`src/include/uirq_consts.svh`:
```
// Register offsets, field positions, reset values and table constants
`ifndef UIRQ_CONSTS_SVH
`define UIRQ_CONSTS_SVH
`define UIRQ_OFF_SRC 8'h00
`define UIRQ_OFF_LFMT 8'h04
`define UIRQ_OFF_FSET 8'h08
`define UIRQ_OFF_FSEL 8'h0c
`define UIRQ_OFF_ENH 8'h10
`define UIRQ_OFF_EVT 8'h14
`define UIRQ_OFF_LSRD 8'h18
`define UIRQ_OFF_MSRD 8'h1c
`define UIRQ_OFF_RXCNT 8'h20
`define UIRQ_OFF_UTRIG 8'h24
`define UIRQ_OFF_DLL 8'h28
`define UIRQ_OFF_DIVH 8'h2c
`define UIRQ_OFF_FMT 8'h30
`define UIRQ_LFMT_RST 8'h00
`define UIRQ_SRC_IDLE 6'h01
`define UIRQ_SRC_LINE 6'h06
`define UIRQ_SRC_RXDATA 6'h04
`define UIRQ_SRC_RXTO 6'h0c
`define UIRQ_SRC_THR 6'h02
`define UIRQ_SRC_MODEM 6'h00
`define UIRQ_SRC_XOFF 6'h10
`define UIRQ_SRC_CTSRTS 6'h20
`define UIRQ_ENH_KEY 8'hbf
`define UIRQ_ENH_EN_BIT 4
`define UIRQ_FSET_EN_BIT 0
`define UIRQ_LFMT_DLAB_BIT 7
`define UIRQ_LFMT_STOP_BIT 2
`define UIRQ_UTRIG_RST 8'h01
`endif

```
`src/include/uirq_pkg.sv`:
```
// Types shared by the interrupt priority and line format block
package uirq_pkg;
  typedef enum logic [1:0] {
    UIRQ_RD_IDLE = 2'b01,
    UIRQ_RD_RESP = 2'b10
  } uirq_rd_t;
  typedef enum logic [1:0] {
    UIRQ_TBL_A = 2'b00,
    UIRQ_TBL_B = 2'b01,
    UIRQ_TBL_C = 2'b10,
    UIRQ_TBL_D = 2'b11
  } uirq_tbl_t;
endpackage

```
`src/uirq_top.sv`:
```
// UART interrupt priority encoder, receive trigger and line format with AXI4-Lite registers
// Behaviour
// - Table A receive triggers 1,4,8,14
// - Selector picks tables B, C or user D
// - Trigger interrupt rearms after refilling to level
// - Six prioritized levels, highest reported first
// - Source read clears only reported interrupt
// - Line status level one code 000110
// - Level two data ready 000100, timeout 001100
// - Holding empty level three code 000010
// - Modem status level four code 000000
// - Xoff or special character code 010000
// - CTS/RTS change lowest, code 100000
// - Bit zero low when any pending, Xoff and CTS/RTS only with enhanced enable
// - Bits four, five need enhanced enable
// - Xoff bit holds until Xon received
// - Bits six, seven mirror FIFO enable
// - Format bits 1:0 give 5-8 data bits
// - Unused upper received bits are zero
// - Stop bits 1, 1.5 or 2
// - Format bit seven maps divisor registers
// - Value BF opens enhanced register set
// - Line status read clears its interrupt
// - Source read clears transmitter empty interrupt
// - Modem status read clears its interrupt
//
// The AXI4-Lite register port and the register offsets were chosen for this implementation.
`timescale 1ns/10ps
`include "uirq_consts.svh"
module uirq_top (
  // Clock and reset
  input wire logic ref_clk,
  input wire logic rst,
  // AXI4-Lite write
  input wire logic [7:0] s_axi_awaddr,
  input wire logic s_axi_awvalid,
  output logic s_axi_awready,
  input wire logic [31:0] s_axi_wdata,
  input wire logic [3:0] s_axi_wstrb,
  input wire logic s_axi_wvalid,
  output logic s_axi_wready,
  output logic [1:0] s_axi_bresp,
  output logic s_axi_bvalid,
  input wire logic s_axi_bready,
  // AXI4-Lite read
  input wire logic [7:0] s_axi_araddr,
  input wire logic s_axi_arvalid,
  output logic s_axi_arready,
  output logic [31:0] s_axi_rdata,
  output logic [1:0] s_axi_rresp,
  output logic s_axi_rvalid,
  input wire logic s_axi_rready,
  // Event pulses, FIFO fill level and raw byte from the surrounding UART
  input wire logic line_err_evt,
  input wire logic rx_timeout_evt,
  input wire logic tx_holding_empty_evt,
  input wire logic modem_chg_evt,
  input wire logic xoff_evt,
  input wire logic xon_evt,
  input wire logic ctsrts_evt,
  input wire logic [7:0] rx_fill_count,
  input wire logic [7:0] rx_raw_byte,
  // Line format outputs
  output logic [3:0] data_bits,
  output logic [1:0] stop_half_bits,
  output logic [7:0] rx_byte_masked,
  output logic rx_data_ready,
  output logic [7:0] divisor_high
);
  // Register state
  logic [7:0] line_format_reg_q;
  logic [7:0] fifo_setup_reg_q;
  logic [7:0] feature_select_reg_q;
  logic [7:0] enhanced_feature_reg_q;
  logic [7:0] divisor_low_q;
  logic [7:0] divisor_high_q;
  logic [7:0] user_trig_q;
  logic line_pend_q, rxto_pend_q, thr_pend_q, modem_pend_q, xoff_pend_q, cts_pend_q;
  logic trig_lvl_q;
  logic [7:0] trig_level;
  logic trig_hit;
  logic [5:0] src_code;
  logic [7:0] src_full;
  logic enh_set, dlab, fifo_en, enh_en;
  // Write channel state
  logic aw_got_q, w_got_q;
  logic [7:0] aw_addr_q;
  logic [31:0] w_data_q;
  logic [3:0] w_strb_q;
  logic do_write;
  // Read channel state
  uirq_pkg::uirq_rd_t rd_state_q;
  logic rd_take;
  logic [7:0] rd_addr;
  logic rd_src, rd_lstat, rd_mstat;
  logic [31:0] rd_word;
  logic rd_ok;

  // Mode decode from the format, FIFO setup and enhanced feature registers
  assign enh_set = (line_format_reg_q == `UIRQ_ENH_KEY);
  assign dlab = line_format_reg_q[`UIRQ_LFMT_DLAB_BIT] && !enh_set;
  assign fifo_en = fifo_setup_reg_q[`UIRQ_FSET_EN_BIT];
  assign enh_en = enhanced_feature_reg_q[`UIRQ_ENH_EN_BIT];

  // Receive trigger level from the selected table
  always_comb begin
    trig_level = 8'h01;
    case (uirq_pkg::uirq_tbl_t'(feature_select_reg_q[5:4]))
      uirq_pkg::UIRQ_TBL_A: begin
        case (fifo_setup_reg_q[7:6])
          2'b00: trig_level = 8'h01;
          2'b01: trig_level = 8'h04;
          2'b10: trig_level = 8'h08;
          default: trig_level = 8'h0e;
        endcase
      end
      uirq_pkg::UIRQ_TBL_B: begin
        case (fifo_setup_reg_q[7:6])
          2'b00: trig_level = 8'h08;
          2'b01: trig_level = 8'h08;
          2'b10: trig_level = 8'h18;
          default: trig_level = 8'h1c;
        endcase
      end
      uirq_pkg::UIRQ_TBL_C: begin
        case (fifo_setup_reg_q[7:6])
          2'b00: trig_level = 8'h08;
          2'b01: trig_level = 8'h10;
          2'b10: trig_level = 8'h38;
          default: trig_level = 8'h3c;
        endcase
      end
      default: trig_level = user_trig_q;
    endcase
  end

  // Level-sensitive trigger: clears below level, rearms on refill
  assign trig_hit = fifo_en ? (rx_fill_count >= trig_level) : (rx_fill_count != 8'h00);

  always_ff @(posedge ref_clk) begin
    if (rst) begin
      trig_lvl_q <= 1'b0;
    end else begin
      trig_lvl_q <= trig_hit;
    end
  end

  // Priority encoder, highest level wins
  always_comb begin
    src_code = `UIRQ_SRC_IDLE;
    if (line_pend_q) begin
      src_code = `UIRQ_SRC_LINE;
    end else if (rxto_pend_q) begin
      src_code = `UIRQ_SRC_RXTO;
    end else if (trig_lvl_q) begin
      src_code = `UIRQ_SRC_RXDATA;
    end else if (thr_pend_q) begin
      src_code = `UIRQ_SRC_THR;
    end else if (modem_pend_q) begin
      src_code = `UIRQ_SRC_MODEM;
    end else if (xoff_pend_q && enh_en) begin
      src_code = `UIRQ_SRC_XOFF;
    end else if (cts_pend_q && enh_en) begin
      src_code = `UIRQ_SRC_CTSRTS;
    end
  end

  assign src_full = {fifo_en, fifo_en, src_code};

  // Read side decode
  assign rd_take = s_axi_arvalid && (rd_state_q == uirq_pkg::UIRQ_RD_IDLE);
  assign rd_addr = s_axi_araddr;
  assign rd_src = rd_take && (rd_addr == `UIRQ_OFF_SRC);
  assign rd_lstat = rd_take && (rd_addr == `UIRQ_OFF_LSRD);
  assign rd_mstat = rd_take && (rd_addr == `UIRQ_OFF_MSRD);

  // Pending flags: set wins over clear
  always_ff @(posedge ref_clk) begin
    if (rst) begin
      line_pend_q <= 1'b0;
      rxto_pend_q <= 1'b0;
      thr_pend_q <= 1'b0;
      modem_pend_q <= 1'b0;
      xoff_pend_q <= 1'b0;
      cts_pend_q <= 1'b0;
    end else begin
      line_pend_q <= line_err_evt || (line_pend_q && !rd_lstat);
      // Timeout is cleared by the source read that reports it
      rxto_pend_q <= rx_timeout_evt ||
        (rxto_pend_q && !(rd_src && src_code == `UIRQ_SRC_RXTO));
      thr_pend_q <= tx_holding_empty_evt ||
        (thr_pend_q && !(rd_src && src_code == `UIRQ_SRC_THR));
      modem_pend_q <= modem_chg_evt || (modem_pend_q && !rd_mstat);
      xoff_pend_q <= xoff_evt || (xoff_pend_q && !xon_evt);
      cts_pend_q <= ctsrts_evt ||
        (cts_pend_q && !(rd_src && src_code == `UIRQ_SRC_CTSRTS));
    end
  end

  // Read data multiplexer
  always_comb begin
    rd_word = 32'h0000_0000;
    rd_ok = 1'b1;
    case (rd_addr)
      `UIRQ_OFF_SRC: rd_word = {24'h000000, src_full};
      `UIRQ_OFF_LFMT: rd_word = {24'h000000, line_format_reg_q};
      `UIRQ_OFF_FSET: rd_word = {24'h000000, fifo_setup_reg_q};
      `UIRQ_OFF_FSEL: rd_word = {24'h000000, feature_select_reg_q};
      `UIRQ_OFF_ENH: rd_word = enh_set ? {24'h000000, enhanced_feature_reg_q} : 32'h0;
      `UIRQ_OFF_EVT: rd_word = {26'h0, cts_pend_q, xoff_pend_q, modem_pend_q,
                                thr_pend_q, rxto_pend_q, line_pend_q};
      `UIRQ_OFF_LSRD: rd_word = {31'h0, line_pend_q};
      `UIRQ_OFF_MSRD: rd_word = {31'h0, modem_pend_q};
      `UIRQ_OFF_RXCNT: rd_word = {24'h000000, rx_fill_count};
      `UIRQ_OFF_UTRIG: rd_word = {24'h000000, user_trig_q};
      `UIRQ_OFF_DLL: rd_word = dlab ? {24'h000000, divisor_low_q} : 32'h0;
      `UIRQ_OFF_DIVH: rd_word = dlab ? {24'h000000, divisor_high_q} : 32'h0;
      `UIRQ_OFF_FMT: rd_word = {26'h0, stop_half_bits, data_bits};
      default: rd_ok = 1'b0;
    endcase
  end

  // Read channel: one read at a time
  always_ff @(posedge ref_clk) begin
    if (rst) begin
      rd_state_q <= uirq_pkg::UIRQ_RD_IDLE;
      s_axi_rvalid <= 1'b0;
      s_axi_rdata <= 32'h0000_0000;
      s_axi_rresp <= 2'b00;
      s_axi_arready <= 1'b0;
    end else begin
      s_axi_arready <= 1'b0;
      case (rd_state_q)
        uirq_pkg::UIRQ_RD_IDLE: begin
          if (s_axi_arvalid) begin
            s_axi_arready <= 1'b1;
            s_axi_rvalid <= 1'b1;
            s_axi_rdata <= rd_word;
            s_axi_rresp <= rd_ok ? 2'b00 : 2'b10;
            rd_state_q <= uirq_pkg::UIRQ_RD_RESP;
          end
        end
        uirq_pkg::UIRQ_RD_RESP: begin
          if (s_axi_rready) begin
            s_axi_rvalid <= 1'b0;
            rd_state_q <= uirq_pkg::UIRQ_RD_IDLE;
          end
        end
        default: rd_state_q <= uirq_pkg::UIRQ_RD_IDLE;
      endcase
    end
  end

  // Write address and data capture in either order
  assign do_write = aw_got_q && w_got_q && !s_axi_bvalid;

  always_ff @(posedge ref_clk) begin
    if (rst) begin
      aw_got_q <= 1'b0;
      w_got_q <= 1'b0;
      aw_addr_q <= 8'h00;
      w_data_q <= 32'h0000_0000;
      w_strb_q <= 4'h0;
      s_axi_awready <= 1'b0;
      s_axi_wready <= 1'b0;
    end else begin
      s_axi_awready <= 1'b0;
      s_axi_wready <= 1'b0;
      if (s_axi_awvalid && !aw_got_q && !s_axi_awready) begin
        s_axi_awready <= 1'b1;
        aw_got_q <= 1'b1;
        aw_addr_q <= s_axi_awaddr;
      end
      if (s_axi_wvalid && !w_got_q && !s_axi_wready) begin
        s_axi_wready <= 1'b1;
        w_got_q <= 1'b1;
        w_data_q <= s_axi_wdata;
        w_strb_q <= s_axi_wstrb;
      end
      if (do_write) begin
        aw_got_q <= 1'b0;
        w_got_q <= 1'b0;
      end
    end
  end

  // Write response
  always_ff @(posedge ref_clk) begin
    if (rst) begin
      s_axi_bvalid <= 1'b0;
      s_axi_bresp <= 2'b00;
    end else if (do_write) begin
      s_axi_bvalid <= 1'b1;
      s_axi_bresp <= (aw_addr_q <= `UIRQ_OFF_FMT && aw_addr_q[1:0] == 2'b00) ? 2'b00 : 2'b10;
    end else if (s_axi_bready) begin
      s_axi_bvalid <= 1'b0;
    end
  end

  // Register writes, low byte lane only
  always_ff @(posedge ref_clk) begin
    if (rst) begin
      line_format_reg_q <= `UIRQ_LFMT_RST;
      fifo_setup_reg_q <= 8'h00;
      feature_select_reg_q <= 8'h00;
      enhanced_feature_reg_q <= 8'h00;
      divisor_low_q <= 8'h00;
      divisor_high_q <= 8'h00;
      user_trig_q <= `UIRQ_UTRIG_RST;
    end else if (do_write && w_strb_q[0]) begin
      case (aw_addr_q)
        `UIRQ_OFF_LFMT: line_format_reg_q <= w_data_q[7:0];
        `UIRQ_OFF_FSET: begin
          // Other fields only take while the enable bit is written as one
          if (w_data_q[0]) begin
            fifo_setup_reg_q <= {w_data_q[7:3], 2'b00, 1'b1};
          end else begin
            fifo_setup_reg_q <= {fifo_setup_reg_q[7:1], 1'b0};
          end
        end
        `UIRQ_OFF_FSEL: feature_select_reg_q <= w_data_q[7:0];
        `UIRQ_OFF_ENH: if (enh_set) enhanced_feature_reg_q <= w_data_q[7:0];
        `UIRQ_OFF_UTRIG: user_trig_q <= w_data_q[7:0];
        `UIRQ_OFF_DLL: if (dlab) divisor_low_q <= w_data_q[7:0];
        `UIRQ_OFF_DIVH: if (dlab) divisor_high_q <= w_data_q[7:0];
        default: ;
      endcase
    end
  end

  // Line format outputs, registered
  always_ff @(posedge ref_clk) begin
    if (rst) begin
      data_bits <= 4'h5;
      stop_half_bits <= 2'h2;
      rx_byte_masked <= 8'h00;
      rx_data_ready <= 1'b0;
      divisor_high <= 8'h00;
    end else begin
      data_bits <= 4'h5 + {2'b00, line_format_reg_q[1:0]};
      if (!line_format_reg_q[`UIRQ_LFMT_STOP_BIT]) begin
        stop_half_bits <= 2'h2;
      end else if (line_format_reg_q[1:0] == 2'b00) begin
        stop_half_bits <= 2'h3;
      end else begin
        stop_half_bits <= 2'h0;
      end
      rx_byte_masked <= rx_raw_byte & (8'hff >> (2'd3 - line_format_reg_q[1:0]));
      rx_data_ready <= trig_hit;
      divisor_high <= divisor_high_q;
    end
  end
endmodule

```
`config.mk`:
```
export PLATFORM = sky130hd
export DESIGN_NAME = uirq_top
export DESIGN_NICKNAME = d
export VERILOG_FILES = /design/src/include/uirq_pkg.sv /design/src/uirq_top.sv
export VERILOG_INCLUDE_DIRS = /design/src /design/src/include
export SDC_FILE = /design/constraint.sdc
export NUM_CORES = 1
export LEC_CHECK = 0
export ABC_CLOCK_PERIOD_IN_PS = 4400
export BUFFER_PORTS_ARGS = -buffer_cell sky130_fd_sc_hd__buf_2
export CORE_MARGIN = 3
export CORE_UTILIZATION = 47
export DETAILED_ROUTE_END_ITERATION = 7
export MAX_ROUTING_LAYER = met4
export PLACE_DENSITY = 0.68
export SLEW_MARGIN = 20
export SYNTH_ARGS = -nofsm -noshare
export SYNTH_HDL_FRONTEND = slang
export SYNTH_SLANG_ARGS = --single-unit
```
`constraint.sdc`:
```
create_clock -name ref_clk -period 4.4 [get_ports ref_clk]
set_clock_uncertainty 0.2 [all_clocks]
set_input_delay 0.88 -clock ref_clk [delete_from_list [all_inputs] [get_ports ref_clk]]
set_output_delay 0.88 -clock ref_clk [all_outputs]
set_load 0.02 [all_outputs]
```
==> results.md <==
* Gate count after technology mapping at 599
* Final Wtd Congestion at 0.933
* Setup_tns at 0 ns
* Worst Max-Slew Pin Slew at 0.977 ns
* Mapped Area at 0.00560 mm2
* Row cnt at 39
* Iter 0 DRT Violations at 322
* Max transition margin at 0.346
* R2r setup slk at 1.58 ns
* CORE AREA at 0.0115 mm2
* Fin util at 0.573
* Global-route met1 utilization at 0.298
* Synth area leaders: dfxtp_1 (43%), mux2i_1 (14%), nor2_1 (6.2%), buf_4 (4.0%), nor2b_1 (2.5%)
* Skew-Pair Late Insertion Delay at 0.42 ns
* Most Crowded Layer GR: met2
* Hpwl dp at 10.4 mm
* Post-synth EDFFs at 0
* Final Max Slew Viols at 0
* Worst R2R End: user_trig_q[5]
* Worst setup EP type: register
* Critical path startpoint category: register
* CP Capture Point: user_trig_q[5]
* Fmax at 355 MHz
* DIE AREA at 0.0133 mm2
* Synth cell types at 62
* Antenna Violating Nets Remaining at 0
* Vias post-DR at 4621
* Peak VDD IR at 0.213 mV
* #FFs+latches synth at 119
* Root Buffer: clkbuf_16
* # hold bufs at CTS at 0
* CP required at 4.47 ns
* Tcrit/Tclk final at 0.640
* Antenna violations before repair at 0
* Leak at 2.89 nW
* Net Switching at 0.000626 W
* IO Port Bufs at 92
* Status: complete, no violations
* Fin. Hold Viols at 0
* Met3 usage at 0.0574
* Ys async rst share at 0
* H-tree depth at 4
* Largest net degree at the start of global routing at 113
* Post-DR wirelength/cell at 17.2 um
* N_diodes at 0
* Reg2Reg Depth at 5
* Main synth FF type: dfxtp_1
* Top-area cell type share of the netlist area at 0.425
* Synth area leader: dfxtp_1
* Setup crit start: aw_addr_q[6]
* Dpl cell area at 0.00601 mm2
* Layout cells sized above 1 at 0.211
* Reg power frac at 0.424
* Final Critical Period at 2.82 ns
* Hold/Removal Path Class: register to register
* Post-CTS Setup Bufs at 0
* Initial Util at 0.486
* Yosys warning count at 0
* Clk network pwr share at 0.504
* CTS Sinks at 119
* Setup violators final at 0
* CTS tree: done
* Total grt overflow at 0
* Count leader, synth: dfxtp_1
* Die Y at 115 um
* Vias in the first global route at 4426
* RSZ-0062 raised after global routing: false
* Tot GR Track Use at 0.228
* MaxCap Viol Count at 0
* Hold path start: s_axi_rdata[2]
* Num CTS Buffers at 17
* # IOs at 146
* Clock slew at reported path FFs at 0.06 ns
* Setup CP Type: register to register
* Post-Layout Inst Area at 0.00660 mm2
* Synthesis-to-layout area growth at 17.9%
* Deepest clock path buffer count at 2
* Reg2reg start: aw_addr_q[6]
* Crit-path max FO at 9
* Residual DRC at 0
* Combinational fraction of design power at 0.072
* DRT Pass-1 Iters at 5
* Pwr/cell area at 407 mW/mm2
* Worst Path Arrival at 2.89 ns
* Sequential share of the synthesized area at 0.425
* WL final at 14.4 mm
* Synth top cells by count: dfxtp_1 (119), nor2_1 (92), mux2i_1 (79)
* Die Wd at 115 um
* Vias per inst at 5.54
* Met2 GRT Util at 0.337
* Fin nets at 771
* First-pass GRT wire length at 22.6 mm
* Post-cts gate resize count at 0
* Int Power at 0.00207 W
* Post-Syn Area per Cell at 9.35 um2
* Sw frac at 0.233
-- power groups by stage --
stage	logic, W	registers [W]	clock network [W]
6_report	0.000193	0.00114	0.00136
5_1_grt	0.000214	0.00114	0.00142
2_1_floorplan	0.000153	0.00115	0
3_3_place_gp	0.000189	0.00116	0
3_5_place_dp	0.000192	0.00116	0
4_1_cts	0.000193	0.00114	0.00137
-- routing by layer --
layer | part of all wire | routed length, um | vias up
li1 | - | - | 2230
met1 | 0.44 | 6370 | 2165
met2 | 0.46 | 6550 | 192
met3 | 0.072 | 1030 | 34
met4 | 0.029 | 417 | 0
met5 | 0 | 0 | -
-- flip-flops by register name (all words and copies together) (netlist names), 2 cells and up --
signal / cells
aw_addr_q: 8
data_bits: 4
divisor_high: 8
divisor_high_q: 8
divisor_low_q: 8
enhanced_feature_reg_q: 8
feature_select_reg_q: 8
fifo_setup_reg_q: 6
line_format_reg_q: 8
rd_state_q: 2
rx_byte_masked: 8
s_axi_rdata: 8
stop_half_bits: 2
user_trig_q: 8
w_data_q: 8
-- cells by family (layout without fill, tap and decap cells) --
logic type,Yosys count,after routing,synth area share
buffers and inverters,76,143,0.0757
DFF,119,119,0.425
other,1,26,0.000670
adders and majority gates,10,10,0.0223
and+or+nand+nor,220,220,0.212
AOI/OAI and AO/OA,87,87,0.105
muxes,85,85,0.157
xor gates and xnor gates,1,1,0.00156
-- how the worst min path moves through the flow --
| stage | end | slack (ns) | depth (start not counted) |
|---|---|---|---|
| 6_report | s_axi_rdata[2] | 0.25 | 2 |
| 2_1_floorplan | data_bits[0] | 0.20 | 1 |
| 3_3_place_gp | s_axi_rdata[2] | 0.23 | 2 |
| 3_5_place_dp | s_axi_rdata[2] | 0.24 | 2 |
| 5_1_grt | divisor_high[3] | 0.29 | 1 |
| 4_1_cts | s_axi_rdata[2] | 0.26 | 2 |
-- layout make-up --
cell class / instances / area, um2
multi-input cells: 429 / 2890
clock buffers: 24 / 492
well taps: 143 / 179
inverters: 14 / 52.6
fillers: 1025 / 4910
repair buffers: 98 / 512
flip-flops and latches: 119 / 2380
clock inverters: 7 / 93.8
-- stage by stage --
step	power, W	hold WS (ns)	setup WS (ns)	std cells
2_1_floorplan	0.00130	0.203	1.74	624
3_3_place_gp	0.00135	0.233	1.38	803
3_5_place_dp	0.00136	0.244	1.37	803
4_1_cts	0.00270	0.256	1.58	834
5_1_grt	0.00278	0.292	1.40	834
6_report	0.00269	0.251	1.58	834
-- critical path, cell delays in order (launching register included) --
cell	delay, ns
dfxtp_1	0.32
or4_4	0.55
or4_4	0.46
nor3b_2	0.80
mux2i_1	0.29
nor2_1	0.05
-- cell usage in the layout, fill, tap and decap left out, types with 4 or more instances in the layout --
cell type	n
o221ai_1	5
nor3b_1	5
conb_1	26
dfxtp_1	119
clkbuf_16	17
nor4_1	7
a21oi_1	19
and2_1	4
a22oi_1	8
a211oi_1	6
nand4_1	5
ha_1	10
nor2_1	92
o21ai_0	18
nand2_1	28
nor2b_1	22
nor3_1	4
nand3b_1	5
clkbuf_8	4
o22ai_1	4
mux2_2	4
nand3_1	12
inv_1	14
nand2b_1	8
mux2i_1	79
buf_4	6
nor4b_1	5
buf_2	91
No activity file was read; power rests on OpenSTA's default activity.
